## config.mk

```make
export PLATFORM = sky130hd
export DESIGN_NAME = vsp_ctrl_flat
export DESIGN_NICKNAME = d
export VERILOG_FILES = /design/src/design/vsp_pkg.sv /design/src/design/vsp_if.sv /design/src/design/vsp_ctrl.sv /design/src/flat_wrapper.sv
export SDC_FILE = /design/constraint.sdc
export NUM_CORES = 1
export LEC_CHECK = 0
export ABC_AREA = 1
export BUFFER_PORTS_ARGS = -buffer_cell sky130_fd_sc_hd__buf_2
export CAP_MARGIN = 20
export CELL_PAD_IN_SITES_DETAIL_PLACEMENT = 0
export CELL_PAD_IN_SITES_GLOBAL_PLACEMENT = 1
export CORE_MARGIN = 5
export CORE_UTILIZATION = 44
export DETAILED_ROUTE_END_ITERATION = 8
export GPL_ROUTABILITY_DRIVEN = 0
export PLACE_DENSITY = 0.91
export SYNTH_ARGS = -nofsm -noshare
export SYNTH_HDL_FRONTEND = slang
export SYNTH_SLANG_ARGS = --single-unit
```

## constraint.sdc

```tcl
create_clock -name hclk -period 3.2 [get_ports hclk]
set_input_delay 0.16 -clock hclk [delete_from_list [all_inputs] [get_ports hclk]]
set_output_delay 0.16 -clock hclk [all_outputs]
set_load 0.05 [all_outputs]
```

## src/design/vsp_pkg.sv

```systemverilog
// Package: constants and types shared by both ends of the serial port link
package vsp_pkg;
  localparam int unsigned CLK_HZ = 25000000;
  localparam int unsigned BAUD_DEFAULT = 115200;
  localparam int unsigned BAUD_MIN = 9600;
  localparam int unsigned BAUD_MAX = 921600;
  // Cycles per bit, default rounded to nearest, limits truncated
  localparam int unsigned DIV_DEFAULT =
    (CLK_HZ + BAUD_DEFAULT / 2) / BAUD_DEFAULT;
  localparam int unsigned DIV_MIN = CLK_HZ / BAUD_MAX;
  localparam int unsigned DIV_MAX = CLK_HZ / BAUD_MIN;
  localparam int DIV_W = 12;
  localparam logic [DIV_W-1:0] DIV_RST = DIV_W'(DIV_DEFAULT);
  localparam logic [DIV_W-1:0] DIV_LO = DIV_W'(DIV_MIN);
  localparam logic [DIV_W-1:0] DIV_HI = DIV_W'(DIV_MAX);
  localparam int DATA_BITS = 8;
  localparam logic [3:0] LAST_BIT = 4'h9;
  localparam logic [15:0] TCP_PORT = 16'h1325;
  // AHB register offsets, byte addresses
  localparam logic [7:0] REG_CTRL = 8'h00;
  localparam logic [7:0] REG_BAUD = 8'h04;
  localparam logic [7:0] REG_STAT = 8'h08;
  localparam logic [7:0] REG_TXD = 8'h0C;
  localparam logic [7:0] REG_RXD = 8'h10;
  // Handshake mode field
  localparam logic [1:0] HS_DISABLE = 2'h0;
  localparam logic [1:0] HS_RTS = 2'h1;
  localparam logic [1:0] HS_CTS = 2'h2;
  localparam logic [1:0] HS_RTSCTS = 2'h3;
  localparam logic [1:0] HTRANS_NONSEQ = 2'h2;
  localparam logic [31:0] ZERO32 = 32'h0000_0000;

  typedef enum logic [1:0] {
    VSP_IDLE = 2'b00,
    VSP_BITS = 2'b01,
    VSP_DONE = 2'b11
  } vsp_ser_e;
endpackage

```

## src/design/vsp_if.sv

```systemverilog
// Interface: the four-wire serial link with its enable line
`timescale 1ns/1ps
interface vsp_if;
  logic tgt_tx;
  logic tgt_rx;
  logic cts_o;
  logic cts_oe_n;
  logic cts_i;
  logic rts;
  logic link_en;
  // Undriven clear-to-send floats high through a pull-up
  assign cts_i = cts_oe_n ? 1'b1 : cts_o;
  modport ctrl (
    input tgt_tx,
    output tgt_rx,
    output cts_o,
    output cts_oe_n,
    input rts,
    input link_en
  );
  modport target (
    output tgt_tx,
    input tgt_rx,
    input cts_i,
    output rts,
    output link_en
  );
endinterface

```

## src/design/vsp_ctrl.sv

```systemverilog
// Board-controller end: AHB-Lite registers, UART and handshake control
//
// Operation
// - Data passes only while enable asserted
// - Target tx to controller, controller to rx
// - Reset default 115200 8N1, no handshake
// - Baud configurable from 9600 to 921600
// - Drop clear-to-send when receive buffer full
// - Target halts sending while clear-to-send low
// - Target raises request-to-send when ready
// - Stop sending while request-to-send low
// - Byte in progress always completes
// - Flow input off ignores request-to-send
// - Mode disabled: float cts, ignore rts
// - Mode rts: drive cts, ignore rts
// - Mode cts: float cts, gate on rts
// - Mode rtscts: drive cts and gate
// - TCP session blocks the USB path
// - Target should drive request-to-send line
`timescale 1ns/1ps
module vsp_ctrl (
  input wire logic hclk,
  input wire logic hresetn,
  input wire logic hsel,
  input wire logic [31:0] haddr,
  input wire logic [1:0] htrans,
  input wire logic hwrite,
  input wire logic [2:0] hsize,
  input wire logic [31:0] hwdata,
  input wire logic hready,
  output logic [31:0] hrdata,
  output logic hreadyout,
  output logic hresp,
  vsp_if.ctrl link
);
  import vsp_pkg::*;

  typedef struct packed {
    logic ap_val;
    logic ap_wr;
    logic [7:0] ap_addr;
    logic [31:0] rdata;
    logic [1:0] hs_mode;
    logic tcp_on;
    logic [DIV_W-1:0] div;
    logic [7:0] tx_buf;
    logic tx_full;
    logic [7:0] rx_buf;
    logic rx_full;
    logic rx_ovr;
    vsp_ser_e tx_st;
    logic [DIV_W-1:0] tx_cnt;
    logic [3:0] tx_bit;
    logic [9:0] tx_sh;
    logic tx_line;
    vsp_ser_e rx_st;
    logic [DIV_W-1:0] rx_cnt;
    logic [3:0] rx_bit;
    logic [7:0] rx_sh;
  } vsp_ctrl_s;

  vsp_ctrl_s st_r;
  vsp_ctrl_s st_nxt;
  logic rx_in;
  logic drive_cts;
  logic gate_rts;

  assign rx_in = link.link_en ? link.tgt_tx : 1'b1;
  assign drive_cts = st_r.hs_mode[0];
  assign gate_rts = st_r.hs_mode[1];
  assign hreadyout = 1'b1;
  assign hresp = 1'b0;
  assign hrdata = st_r.rdata;
  assign link.tgt_rx = st_r.tx_line;
  assign link.cts_o = ~st_r.rx_full;
  assign link.cts_oe_n = ~drive_cts;

  always_comb begin
    logic [DIV_W-1:0] wdiv;
    logic rd_rx;
    wdiv = DIV_RST;
    rd_rx = 1'b0;
    st_nxt = st_r;
    st_nxt.rdata = ZERO32;
    // ----------------------------------------------------------------
    // AHB-Lite slave, zero wait states
    // ----------------------------------------------------------------
    if (st_r.ap_val && st_r.ap_wr) begin
      case (st_r.ap_addr)
        REG_CTRL: begin
          st_nxt.hs_mode = hwdata[1:0];
          st_nxt.tcp_on = hwdata[2];
        end
        REG_BAUD: begin
          wdiv = hwdata[DIV_W-1:0];
          // Clamp on the full word so large values do not wrap low
          if (hwdata > 32'(DIV_HI)) begin
            st_nxt.div = DIV_HI;
          end else if (wdiv < DIV_LO) begin
            st_nxt.div = DIV_LO;
          end else begin
            st_nxt.div = wdiv;
          end
        end
        REG_TXD: begin
          if (!st_r.tx_full) begin
            st_nxt.tx_buf = hwdata[7:0];
            st_nxt.tx_full = 1'b1;
          end
        end
        REG_STAT: begin
          if (hwdata[3]) begin
            st_nxt.rx_ovr = 1'b0;
          end
        end
        default: begin
        end
      endcase
    end
    st_nxt.ap_val = hsel && hready && htrans == HTRANS_NONSEQ;
    st_nxt.ap_wr = hwrite;
    st_nxt.ap_addr = haddr[7:0];
    if (hsel && hready && htrans == HTRANS_NONSEQ && !hwrite) begin
      case (haddr[7:0])
        REG_CTRL: st_nxt.rdata = {29'h0, st_r.tcp_on, st_r.hs_mode};
        REG_BAUD: st_nxt.rdata = {20'h0, st_r.div};
        REG_STAT: st_nxt.rdata = {27'h0, link.rts, st_r.rx_ovr,
                                  st_r.rx_full, st_r.tx_st != VSP_IDLE,
                                  st_r.tx_full};
        REG_RXD: begin
          st_nxt.rdata = {24'h0, st_r.rx_buf};
          rd_rx = 1'b1;
        end
        default: st_nxt.rdata = ZERO32;
      endcase
    end
    if (rd_rx) begin
      st_nxt.rx_full = 1'b0;
    end
    // ----------------------------------------------------------------
    // Transmitter toward the target
    // ----------------------------------------------------------------
    case (st_r.tx_st)
      VSP_IDLE: begin
        st_nxt.tx_line = 1'b1;
        // A new byte starts only when the gate allows
        if (st_r.tx_full && link.link_en && !st_r.tcp_on &&
            (!gate_rts || link.rts)) begin
          st_nxt.tx_sh = {1'b1, st_r.tx_buf, 1'b0};
          st_nxt.tx_full = 1'b0;
          st_nxt.tx_cnt = st_r.div;
          st_nxt.tx_bit = 4'h0;
          st_nxt.tx_line = 1'b0;
          st_nxt.tx_st = VSP_BITS;
        end
      end
      VSP_BITS: begin
        // No gate checked here: a byte under way always finishes
        if (st_r.tx_cnt == DIV_W'(1)) begin
          st_nxt.tx_cnt = st_r.div;
          if (st_r.tx_bit == LAST_BIT) begin
            st_nxt.tx_st = VSP_IDLE;
          end else begin
            st_nxt.tx_bit = st_r.tx_bit + 4'h1;
            st_nxt.tx_line = st_r.tx_sh[st_r.tx_bit + 4'h1];
          end
        end else begin
          st_nxt.tx_cnt = st_r.tx_cnt - DIV_W'(1);
        end
      end
      default: st_nxt.tx_st = VSP_IDLE;
    endcase
    // ----------------------------------------------------------------
    // Receiver from the target, centre sampling
    // ----------------------------------------------------------------
    case (st_r.rx_st)
      VSP_IDLE: begin
        if (!rx_in) begin
          st_nxt.rx_cnt = {1'b0, st_r.div[DIV_W-1:1]};
          st_nxt.rx_bit = 4'h0;
          st_nxt.rx_st = VSP_BITS;
        end
      end
      VSP_BITS: begin
        if (st_r.rx_cnt == DIV_W'(1)) begin
          st_nxt.rx_cnt = st_r.div;
          if (st_r.rx_bit == 4'h0 && rx_in) begin
            st_nxt.rx_st = VSP_IDLE;
          end else if (st_r.rx_bit == LAST_BIT) begin
            st_nxt.rx_st = VSP_DONE;
          end else begin
            st_nxt.rx_bit = st_r.rx_bit + 4'h1;
            if (st_r.rx_bit != 4'h0) begin
              st_nxt.rx_sh = {rx_in, st_r.rx_sh[7:1]};
            end
          end
        end else begin
          st_nxt.rx_cnt = st_r.rx_cnt - DIV_W'(1);
        end
      end
      VSP_DONE: begin
        st_nxt.rx_st = VSP_IDLE;
        // Bytes are dropped while a TCP session owns the data path
        if (!st_r.tcp_on) begin
          if (st_r.rx_full && !rd_rx) begin
            st_nxt.rx_ovr = 1'b1;
          end else begin
            st_nxt.rx_buf = st_r.rx_sh;
            st_nxt.rx_full = 1'b1;
          end
        end
      end
      default: st_nxt.rx_st = VSP_IDLE;
    endcase
  end

  always_ff @(posedge hclk or negedge hresetn) begin
    if (!hresetn) begin
      st_r <= '{ap_val: 1'b0, ap_wr: 1'b0, ap_addr: 8'h00, rdata: ZERO32,
                hs_mode: HS_DISABLE, tcp_on: 1'b0, div: DIV_RST,
                tx_buf: 8'h00, tx_full: 1'b0, rx_buf: 8'h00,
                rx_full: 1'b0, rx_ovr: 1'b0, tx_st: VSP_IDLE,
                tx_cnt: DIV_RST, tx_bit: 4'h0, tx_sh: 10'h3FF,
                tx_line: 1'b1, rx_st: VSP_IDLE, rx_cnt: DIV_RST,
                rx_bit: 4'h0, rx_sh: 8'h00};
    end else begin
      st_r <= st_nxt;
    end
  end
endmodule

```

## src/flat_wrapper.sv

```systemverilog
// flat-port wrapper written by rule: the top's interface ports become plain ports
module vsp_ctrl_flat import vsp_pkg::*;
  (hclk, hresetn, hsel, haddr, htrans, hwrite, hsize, hwdata, hready, hrdata, hreadyout, hresp, link_tgt_tx, link_tgt_rx, link_cts_o, link_cts_oe_n, link_rts, link_link_en);
  vsp_if link_i ();
  input wire logic hclk;
  input wire logic hresetn;
  input wire logic hsel;
  input wire logic [31:0] haddr;
  input wire logic [1:0] htrans;
  input wire logic hwrite;
  input wire logic [2:0] hsize;
  input wire logic [31:0] hwdata;
  input wire logic hready;
  output logic [31:0] hrdata;
  output logic hreadyout;
  output logic hresp;
  input wire logic [$bits(link_i.tgt_tx)-1:0] link_tgt_tx;
  output wire logic [$bits(link_i.tgt_rx)-1:0] link_tgt_rx;
  output wire logic [$bits(link_i.cts_o)-1:0] link_cts_o;
  output wire logic [$bits(link_i.cts_oe_n)-1:0] link_cts_oe_n;
  input wire logic [$bits(link_i.rts)-1:0] link_rts;
  input wire logic [$bits(link_i.link_en)-1:0] link_link_en;
  assign link_i.tgt_tx = link_tgt_tx;
  assign link_tgt_rx = link_i.tgt_rx;
  assign link_cts_o = link_i.cts_o;
  assign link_cts_oe_n = link_i.cts_oe_n;
  assign link_i.rts = link_rts;
  assign link_i.link_en = link_link_en;
  vsp_ctrl u_core (.hclk(hclk), .hresetn(hresetn), .hsel(hsel), .haddr(haddr), .htrans(htrans), .hwrite(hwrite), .hsize(hsize), .hwdata(hwdata), .hready(hready), .hrdata(hrdata), .hreadyout(hreadyout), .hresp(hresp), .link(link_i));
endmodule
```

==> metrics, run 1 <==
status=completed; Seq/Total Area, Yosys=0.440; antenna violations before repair=0; critical path class=in -> reg; P per Cell Area=539 nW/um^2; # diodes=0; clock buffer depth=2; starting density of the core=0.450; Syn Inst Count=837; GRT overflow=0; min-delay src=hready; CTS resizes=0; Most Crowded Layer GR=met2; post-layout util=0.499; Max Slew Vio Count=0; Achievable Freq=483 MHz; met2 Use GR=0.302; Power Total=3.75 mW; met1 Use GR=0.267; placed cell areas=6580 sq um; chip width=129 um; Worst-Skew Late Latency=0.36 ns; worst slew pin tran=0.707 ns; DR vias/cell=4.92; CTS root buffer=clkbuf_16; Post-Syn Area per Cell=7.49 sq um; Num CTS Buffers=9; final hold viol count=0; vias in the first global route=5074; worst path required time=3.45 ns; leakage=3.65 nW; period utilisation layout=0.647; CP Launch Point=htrans[0]; critical path capture point type=register; drt drc=0; FF-to-FF Start=u_core.st_r[122]; first-pass GRT wire length=25.3 mm; final instance area=6960 sq um; std cell rows=43; Chip Height=129 um; DRT iter0 DRCs=354; Setup Viol. Count Final=0; area leader, netlist=dfrtp_1; Post-Route WL=15.0 mm; min Tclk post-route=2.07 ns; share of layout cells above drive strength 1=0.153; vias post-DR=5329; Hold Buf Count CTS=11; Overall Global Routing Usage=0.191; die area=16700 sq um; Layout Skew=0.0122 ns; Clock transition at path regs=0.07 ns; post-route antenna net violation count=0; top-count cell post-synth=nand2_1; CTS tree=built; Post-synth EDFFs=0; synthesis-stage register bit count=109; pin count of the biggest net entering global routing=72; PortBufs=64; Setup TNS=0 ns; Initial DRT Pass Iterations=5; RSZ-0062 raised after global routing=false; HP Class=in -> reg; num ports=114; CP Max Fanout=11; top cells by count, synth=nand2_1, inv_1, nand3_1; post-CTS setup buffer count=0; H-tree lvl count=3; CP Launch Type=primary input; distinct cell type count of the synthesized netlist=39; clock tree sinks=109; FFs w/ async S/R, synth=1.00; Layout area overhead=11.0%; Max-Slew Margin vs Limit=0.527; Peak VDD IR=0.349 mV; core region area=13900 sq um; Synth top area share=0.335; Synth Warn #=0; synth top area cells=dfrtp_1, nand2_1, dfstp_2; dpl hpwl=11.0 mm; Worst EP arrival=2.32 ns; drt wl/cell=13.9 um; Top FF cell, synth=dfrtp_1; nets=986; met3 Track Usage GR=0.0429; Max-Cap Viols=0; Post-Syn Area=6270 sq um
==> critical path, cell delays in order <==
cell	delay, ns
dlygate4sd3_1	0.53
buf_2	0.13
nor4_2	0.61
nand2_1	0.10
nand2_1	0.31
nand2_1	0.28
nand2_1	0.13
nand2_1	0.06
==> layout make-up <==
| class | count | area [sq um] |
|---|---|---|
| clock buffers | 11 | 233 |
| clock inverters | 4 | 33.8 |
| fillers | 1382 | 6980 |
| inverters | 115 | 432 |
| multi-input cells | 588 | 2820 |
| flip-flops and latches | 109 | 2760 |
| well taps | 180 | 225 |
| repair buffers | 77 | 460 |
==> logic make-up after synthesis <==
logic type | count (synthesis) | synth area share
AO/OA/AOI/OAI | 89 | 0.0763
XOR/XNOR | 11 | 0.0154
adder cells (fa/ha/maj) | 9 | 0.0180
buffers and inverters | 160 | 0.122
flip-flops | 109 | 0.440
other | 2 | 0.00120
AND/OR/NAND/NOR | 457 | 0.326
==> registers in the layout, indices dropped and copies added, names as in the netlist <==
register	flops
u_core.gate_rts	1
u_core.link.tgt_rx	1
u_core.st_r	94
u_core.hrdata	12
u_core.drive_cts	1
==> metal layers <==
metal	part of all wire	routed length, um
met5	0	0
met4	0.015	228
met3	0.049	744
met2	0.47	7010
met1	0.47	7060
==> report_power, final <==
group | internal [mW] | leakage [nW] | switching, mW | total (mW)
combinational | 0.337 | 2.25 | 0.583 | 0.920
clock | 0.530 | 0.120 | 0.517 | 1.05
sequential | 1.60 | 1.28 | 0.189 | 1.78
total | 2.46 | 3.65 | 1.29 | 3.75
==> through the flow <==
| stage | cells | hold slack [ns] | setup slack (ns) |
|---|---|---|---|
| after floorplan | 857 | -0.136 | 1.66 |
| after global placement | 1058 | 0.158 | 1.31 |
| after detailed placement | 1058 | 0.163 | 1.31 |
| after CTS | 1084 | 0.0444 | 1.13 |
| after global routing | 1084 | 0.0610 | 0.951 |
| final | 1084 | 0.0717 | 1.13 |
==> final timing paths <==
path	endpoint	slack (ns)	depth (start not counted)
worst max-delay path	u_core.st_r[63]	1.13	8
min in group asynchronous	u_core.st_r[123]	0.33	2
worst min-delay path	u_core.st_r[130]	0.07	3
worst min register to register	u_core.st_r[27]	0.46	2
max in group asynchronous	u_core.st_r[48]	2.07	3
worst max register to register	u_core.st_r[78]	1.28	6
==> layout by cell type, fill, tap and decap left out, drive strengths merged, types with 10 or more instances in the layout <==
master	instances
nand2	246
inv	116
nand3	95
nor2	92
dfrtp	84
buf	66
o21ai	63
dfstp	25
conb	22
a21oi	16
dlygate4sd3	11
clkbuf	11
nor3	10
No activity file was read; power rests on OpenSTA's default activity.
==> inputs of run 2 (changes only) <==
--- a/config.mk
+++ b/config.mk
@@ -5,16 +5,16 @@
 export SDC_FILE = /design/constraint.sdc
 export NUM_CORES = 1
 export LEC_CHECK = 0
-export ABC_AREA = 1
+export ABC_AREA = 0
 export BUFFER_PORTS_ARGS = -buffer_cell sky130_fd_sc_hd__buf_2
 export CAP_MARGIN = 20
 export CELL_PAD_IN_SITES_DETAIL_PLACEMENT = 0
 export CELL_PAD_IN_SITES_GLOBAL_PLACEMENT = 1
 export CORE_MARGIN = 5
-export CORE_UTILIZATION = 44
+export CORE_UTILIZATION = 39
 export DETAILED_ROUTE_END_ITERATION = 8
 export GPL_ROUTABILITY_DRIVEN = 0
-export PLACE_DENSITY = 0.91
+export PLACE_DENSITY = 0.82
 export SYNTH_ARGS = -nofsm -noshare
 export SYNTH_HDL_FRONTEND = slang
 export SYNTH_SLANG_ARGS = --single-unit
==> constraint.sdc (replaced) <==
create_clock -name hclk -period 1.9 [get_ports hclk]
set_input_delay 0.095 -clock hclk [delete_from_list [all_inputs] [get_ports hclk]]
set_output_delay 0.095 -clock hclk [all_outputs]
set_load 0.05 [all_outputs]
==> run 2 against run 1 <==
Net effect: the flow now finishes with violations (setup timing); utilization decreased by 1.4 points; area after synthesis decreased by 8.5%; global-route usage decreased by 2.1 points; design area increased by 0.95%; critical path type is now reg -> reg.
==> metrics, run 2 <==
CP Cell Sequence=ha_4, or4b_4, nor4_4, buf_6, mux2_2; Clock power frac=0.351 (+0.072); max reg flops=94 (unchanged); pre-CTS setup slack=-0.273 ns (-1.59 ns); R2R depth=5 (-1); distinct cell type count of the synthesized netlist=71 (+82%); synthesis-stage register bit count=109 (unchanged); # diodes=0 (unchanged); CTS root buffer=clkbuf_16; period utilisation layout=1.11; vias post-DR=4672 (-12%); H-tree lvl count=3 (unchanged); Peak VDD IR=0.456 mV (+31%); critical path class=reg -> reg; drt drc=0 (unchanged); slowest stage delay, CP=0.56 ns (-0.05 ns); post-route antenna net violation count=0 (unchanged); FFs w/ async S/R, synth=1.00 (unchanged); std cell rows=44 (+2.3%); FF-to-FF Start=u_core.st_r[12]; Clock transition at path regs=0.08 ns (about the same); GRT overflow=0 (unchanged); area leader, netlist=dfrtp_1; final hold viol count=0 (unchanged); status=complete, but fails checks; Seq/Total Area, Yosys=0.481 (+0.0408); Synth top area share=0.367 (+0.0311); Seq pwr share=0.445 (-0.031); critical path capture point type=register; Initial DRT Pass Iterations=5 (unchanged); nets=742 (-25%); chip width=131 um (+1.5%); critical path's slowest cell=dfstp_2; HP Class=in -> reg; Synth Warn #=0 (unchanged); Fillers=1321 (-4.4%); Worst EP arrival=2.33 ns (about the same); DR vias/cell=5.53 (+12%); clock buffer depth=2 (unchanged); top cells by count, synth=dfrtp_1, nor2_1, buf_4, mux2_2, o21ai_0; vias in the first global route=4728 (-6.8%); Chip Height=131 um (+1.5%); post-layout util=0.485 (-0.0142); share of layout cells above drive strength 1=0.334 (+0.182); NetSw=1.80 mW (+40%); starting density of the core=0.396 (-0.0536); leakage=3.26 nW (-11%); Post-synth EDFFs=0 (unchanged); PortBufs=64 (unchanged); Overall Global Routing Usage=0.170 (-0.0206); FF-to-FF End=u_core.st_r[6]; CP Max Fanout=8 (-3); DRT iter0 DRCs=287 (-19%); CP Launch Type=register; Gate power share=0.204 (-0.041); antenna violations before repair=0 (unchanged); switch share=0.295 (-0.0484); die area=17200 sq um (+3.0%); Largest Register=u_core.st_r; Worst-Skew Late Latency=0.34 ns (-0.02 ns); area of the multi-input gates=2750 sq um (-2.2%); Post-Route WL=15.1 mm (+0.17%); commonest cells after routing, fill and taps aside=dfrtp_1, buf_2, buf_4; core region area=14500 sq um (+3.9%); clock tree sinks=109 (unchanged); Layout Skew=0.00994 ns (-0.00226 ns); Max-Cap Viols=0 (unchanged); pin count of the biggest net entering global routing=40 (-44%); Max-Slew Margin vs Limit=0.648 (+0.121); register area=2760 sq um (unchanged); top-count cell post-synth=dfrtp_1; num ports=114 (unchanged); Syn Inst Count=548 (-35%); first-pass GRT wire length=24.4 mm (-3.5%); CP Capture Point=u_core.st_r[6]; Num CTS Buffers=9 (unchanged); Post-Syn Area=5730 sq um (-8.5%); dpl hpwl=11.1 mm (+0.77%); final instance area=7020 sq um (+0.95%); Achievable Freq=475 MHz; placed cell areas=6480 sq um (-1.5%); P per Cell Area=868 nW/um^2 (+61%); final setup margin=-0.204 ns (-1.33 ns); Post-Syn Area per Cell=10.5 sq um (+40%); Top FF cell, synth=dfrtp_1; R2R Setup Slk=-0.20 ns (-1.48 ns); worst path required time=2.12 ns (-1.33 ns); RSZ-0062 raised after global routing=true; Max Slew Vio Count=0 (unchanged); Setup Viol. Count Final=19 (+19); commonest non-fill, non-tap cell in the layout=dfrtp_1; Layout area overhead=22.5%; worst slew pin tran=0.528 ns (-0.179 ns); Cell Int Power=4.30 mW (+75%); CTS tree=built; CP Launch Point=u_core.st_r[12]; drt wl/cell=17.8 um (+29%); min Tclk post-route=2.10 ns; synth top area cells=dfrtp_1, dfstp_2, mux2_2; failing checks=setup timing
## run 2: layout make-up
type,instances,area share
well taps,184,0.0328
multi-input cells,386,0.392
clock buffers,10,0.0340
clock inverters,6,0.0150
inverters,22,0.0118
flip-flops and latches,109,0.393
repair buffers,128,0.122
## run 2: kinds of logic after synthesis
group | Yosys count | synth area share
AOI/OAI and AO/OA | 139 | 0.166
xor gates and xnor gates | 5 | 0.00764
adders and majority gates | 9 | 0.0196
buffers and inverters | 73 | 0.0722
DFF | 109 | 0.481
muxes | 45 | 0.0903
other | 2 | 0.00131
and+or+nand+nor | 166 | 0.162
## run 2: how the worst min path moves through the flow
stage / start / endpoint / slack (ns) / cells after the start
finish: hwdata[5] / u_core.st_r[79] / 0.02 / 2
global route: hwdata[5] / u_core.st_r[79] / 0.03 / 2
CTS: hwdata[5] / u_core.st_r[79] / 0.02 / 2
detailed placement: hresetn / u_core.st_r[50] / 0.11 / 1
global placement: hresetn / u_core.st_r[50] / 0.10 / 1
floorplan: hresetn / u_core.drive_cts / -0.20 / 0
## run 2: stage by stage
stage	std cells	setup TNS (ns)	total power [mW]	hold WS, ns
finish	845	-2.17	6.10	0.0191
global route	845	-3.87	6.35	0.0272
CTS	845	-2.11	6.05	0.0239
detailed placement	819	-2.82	3.90	0.114
global placement	819	-2.27	3.85	0.102
floorplan	568	-2.61	3.45	-0.201
## run 2: routing by layer
metal / part of all wire / vias up / GRT usage
met4: 0.022 / 0 / 0.0400
met5: 0 / - / 0
li1: - / 2184 / -
met3: 0.056 / 28 / 0.0317
met2: 0.48 / 153 / 0.283
met1: 0.44 / 2307 / 0.232
## run 2: timing repair
item                                    in CTS  in global routing
pin swaps                                    1                  9
resized for setup                            4                 19
hold buffers                                 9                  0
buffers inserted                             1                  0
endpoints found under the hold margin       33                  0
endpoints found under the setup margin      25                 44
## run 2: power by group through the flow
stage          Sequential (mW)  Combinational (mW)  Clock [mW]
6_report                  2.72                1.24        2.14
2_1_floorplan             2.71               0.742           0
4_1_cts                   2.69                1.20        2.16
3_5_place_dp              2.74                1.16           0
5_1_grt                   2.73                1.36        2.26
3_3_place_gp              2.72                1.13           0
## run 2: worst max-delay path: cells and delay by family (launching register included)
| family | cells | cell delay (ns) |
|---|---|---|
| flip-flops | 1 | 0.56 |
| multiplexers | 1 | 0.33 |
| buffers and inverters | 1 | 0.18 |
| AND/OR/NAND/NOR | 2 | 0.78 |
| adder cells (fa/ha/maj) | 1 | 0.13 |
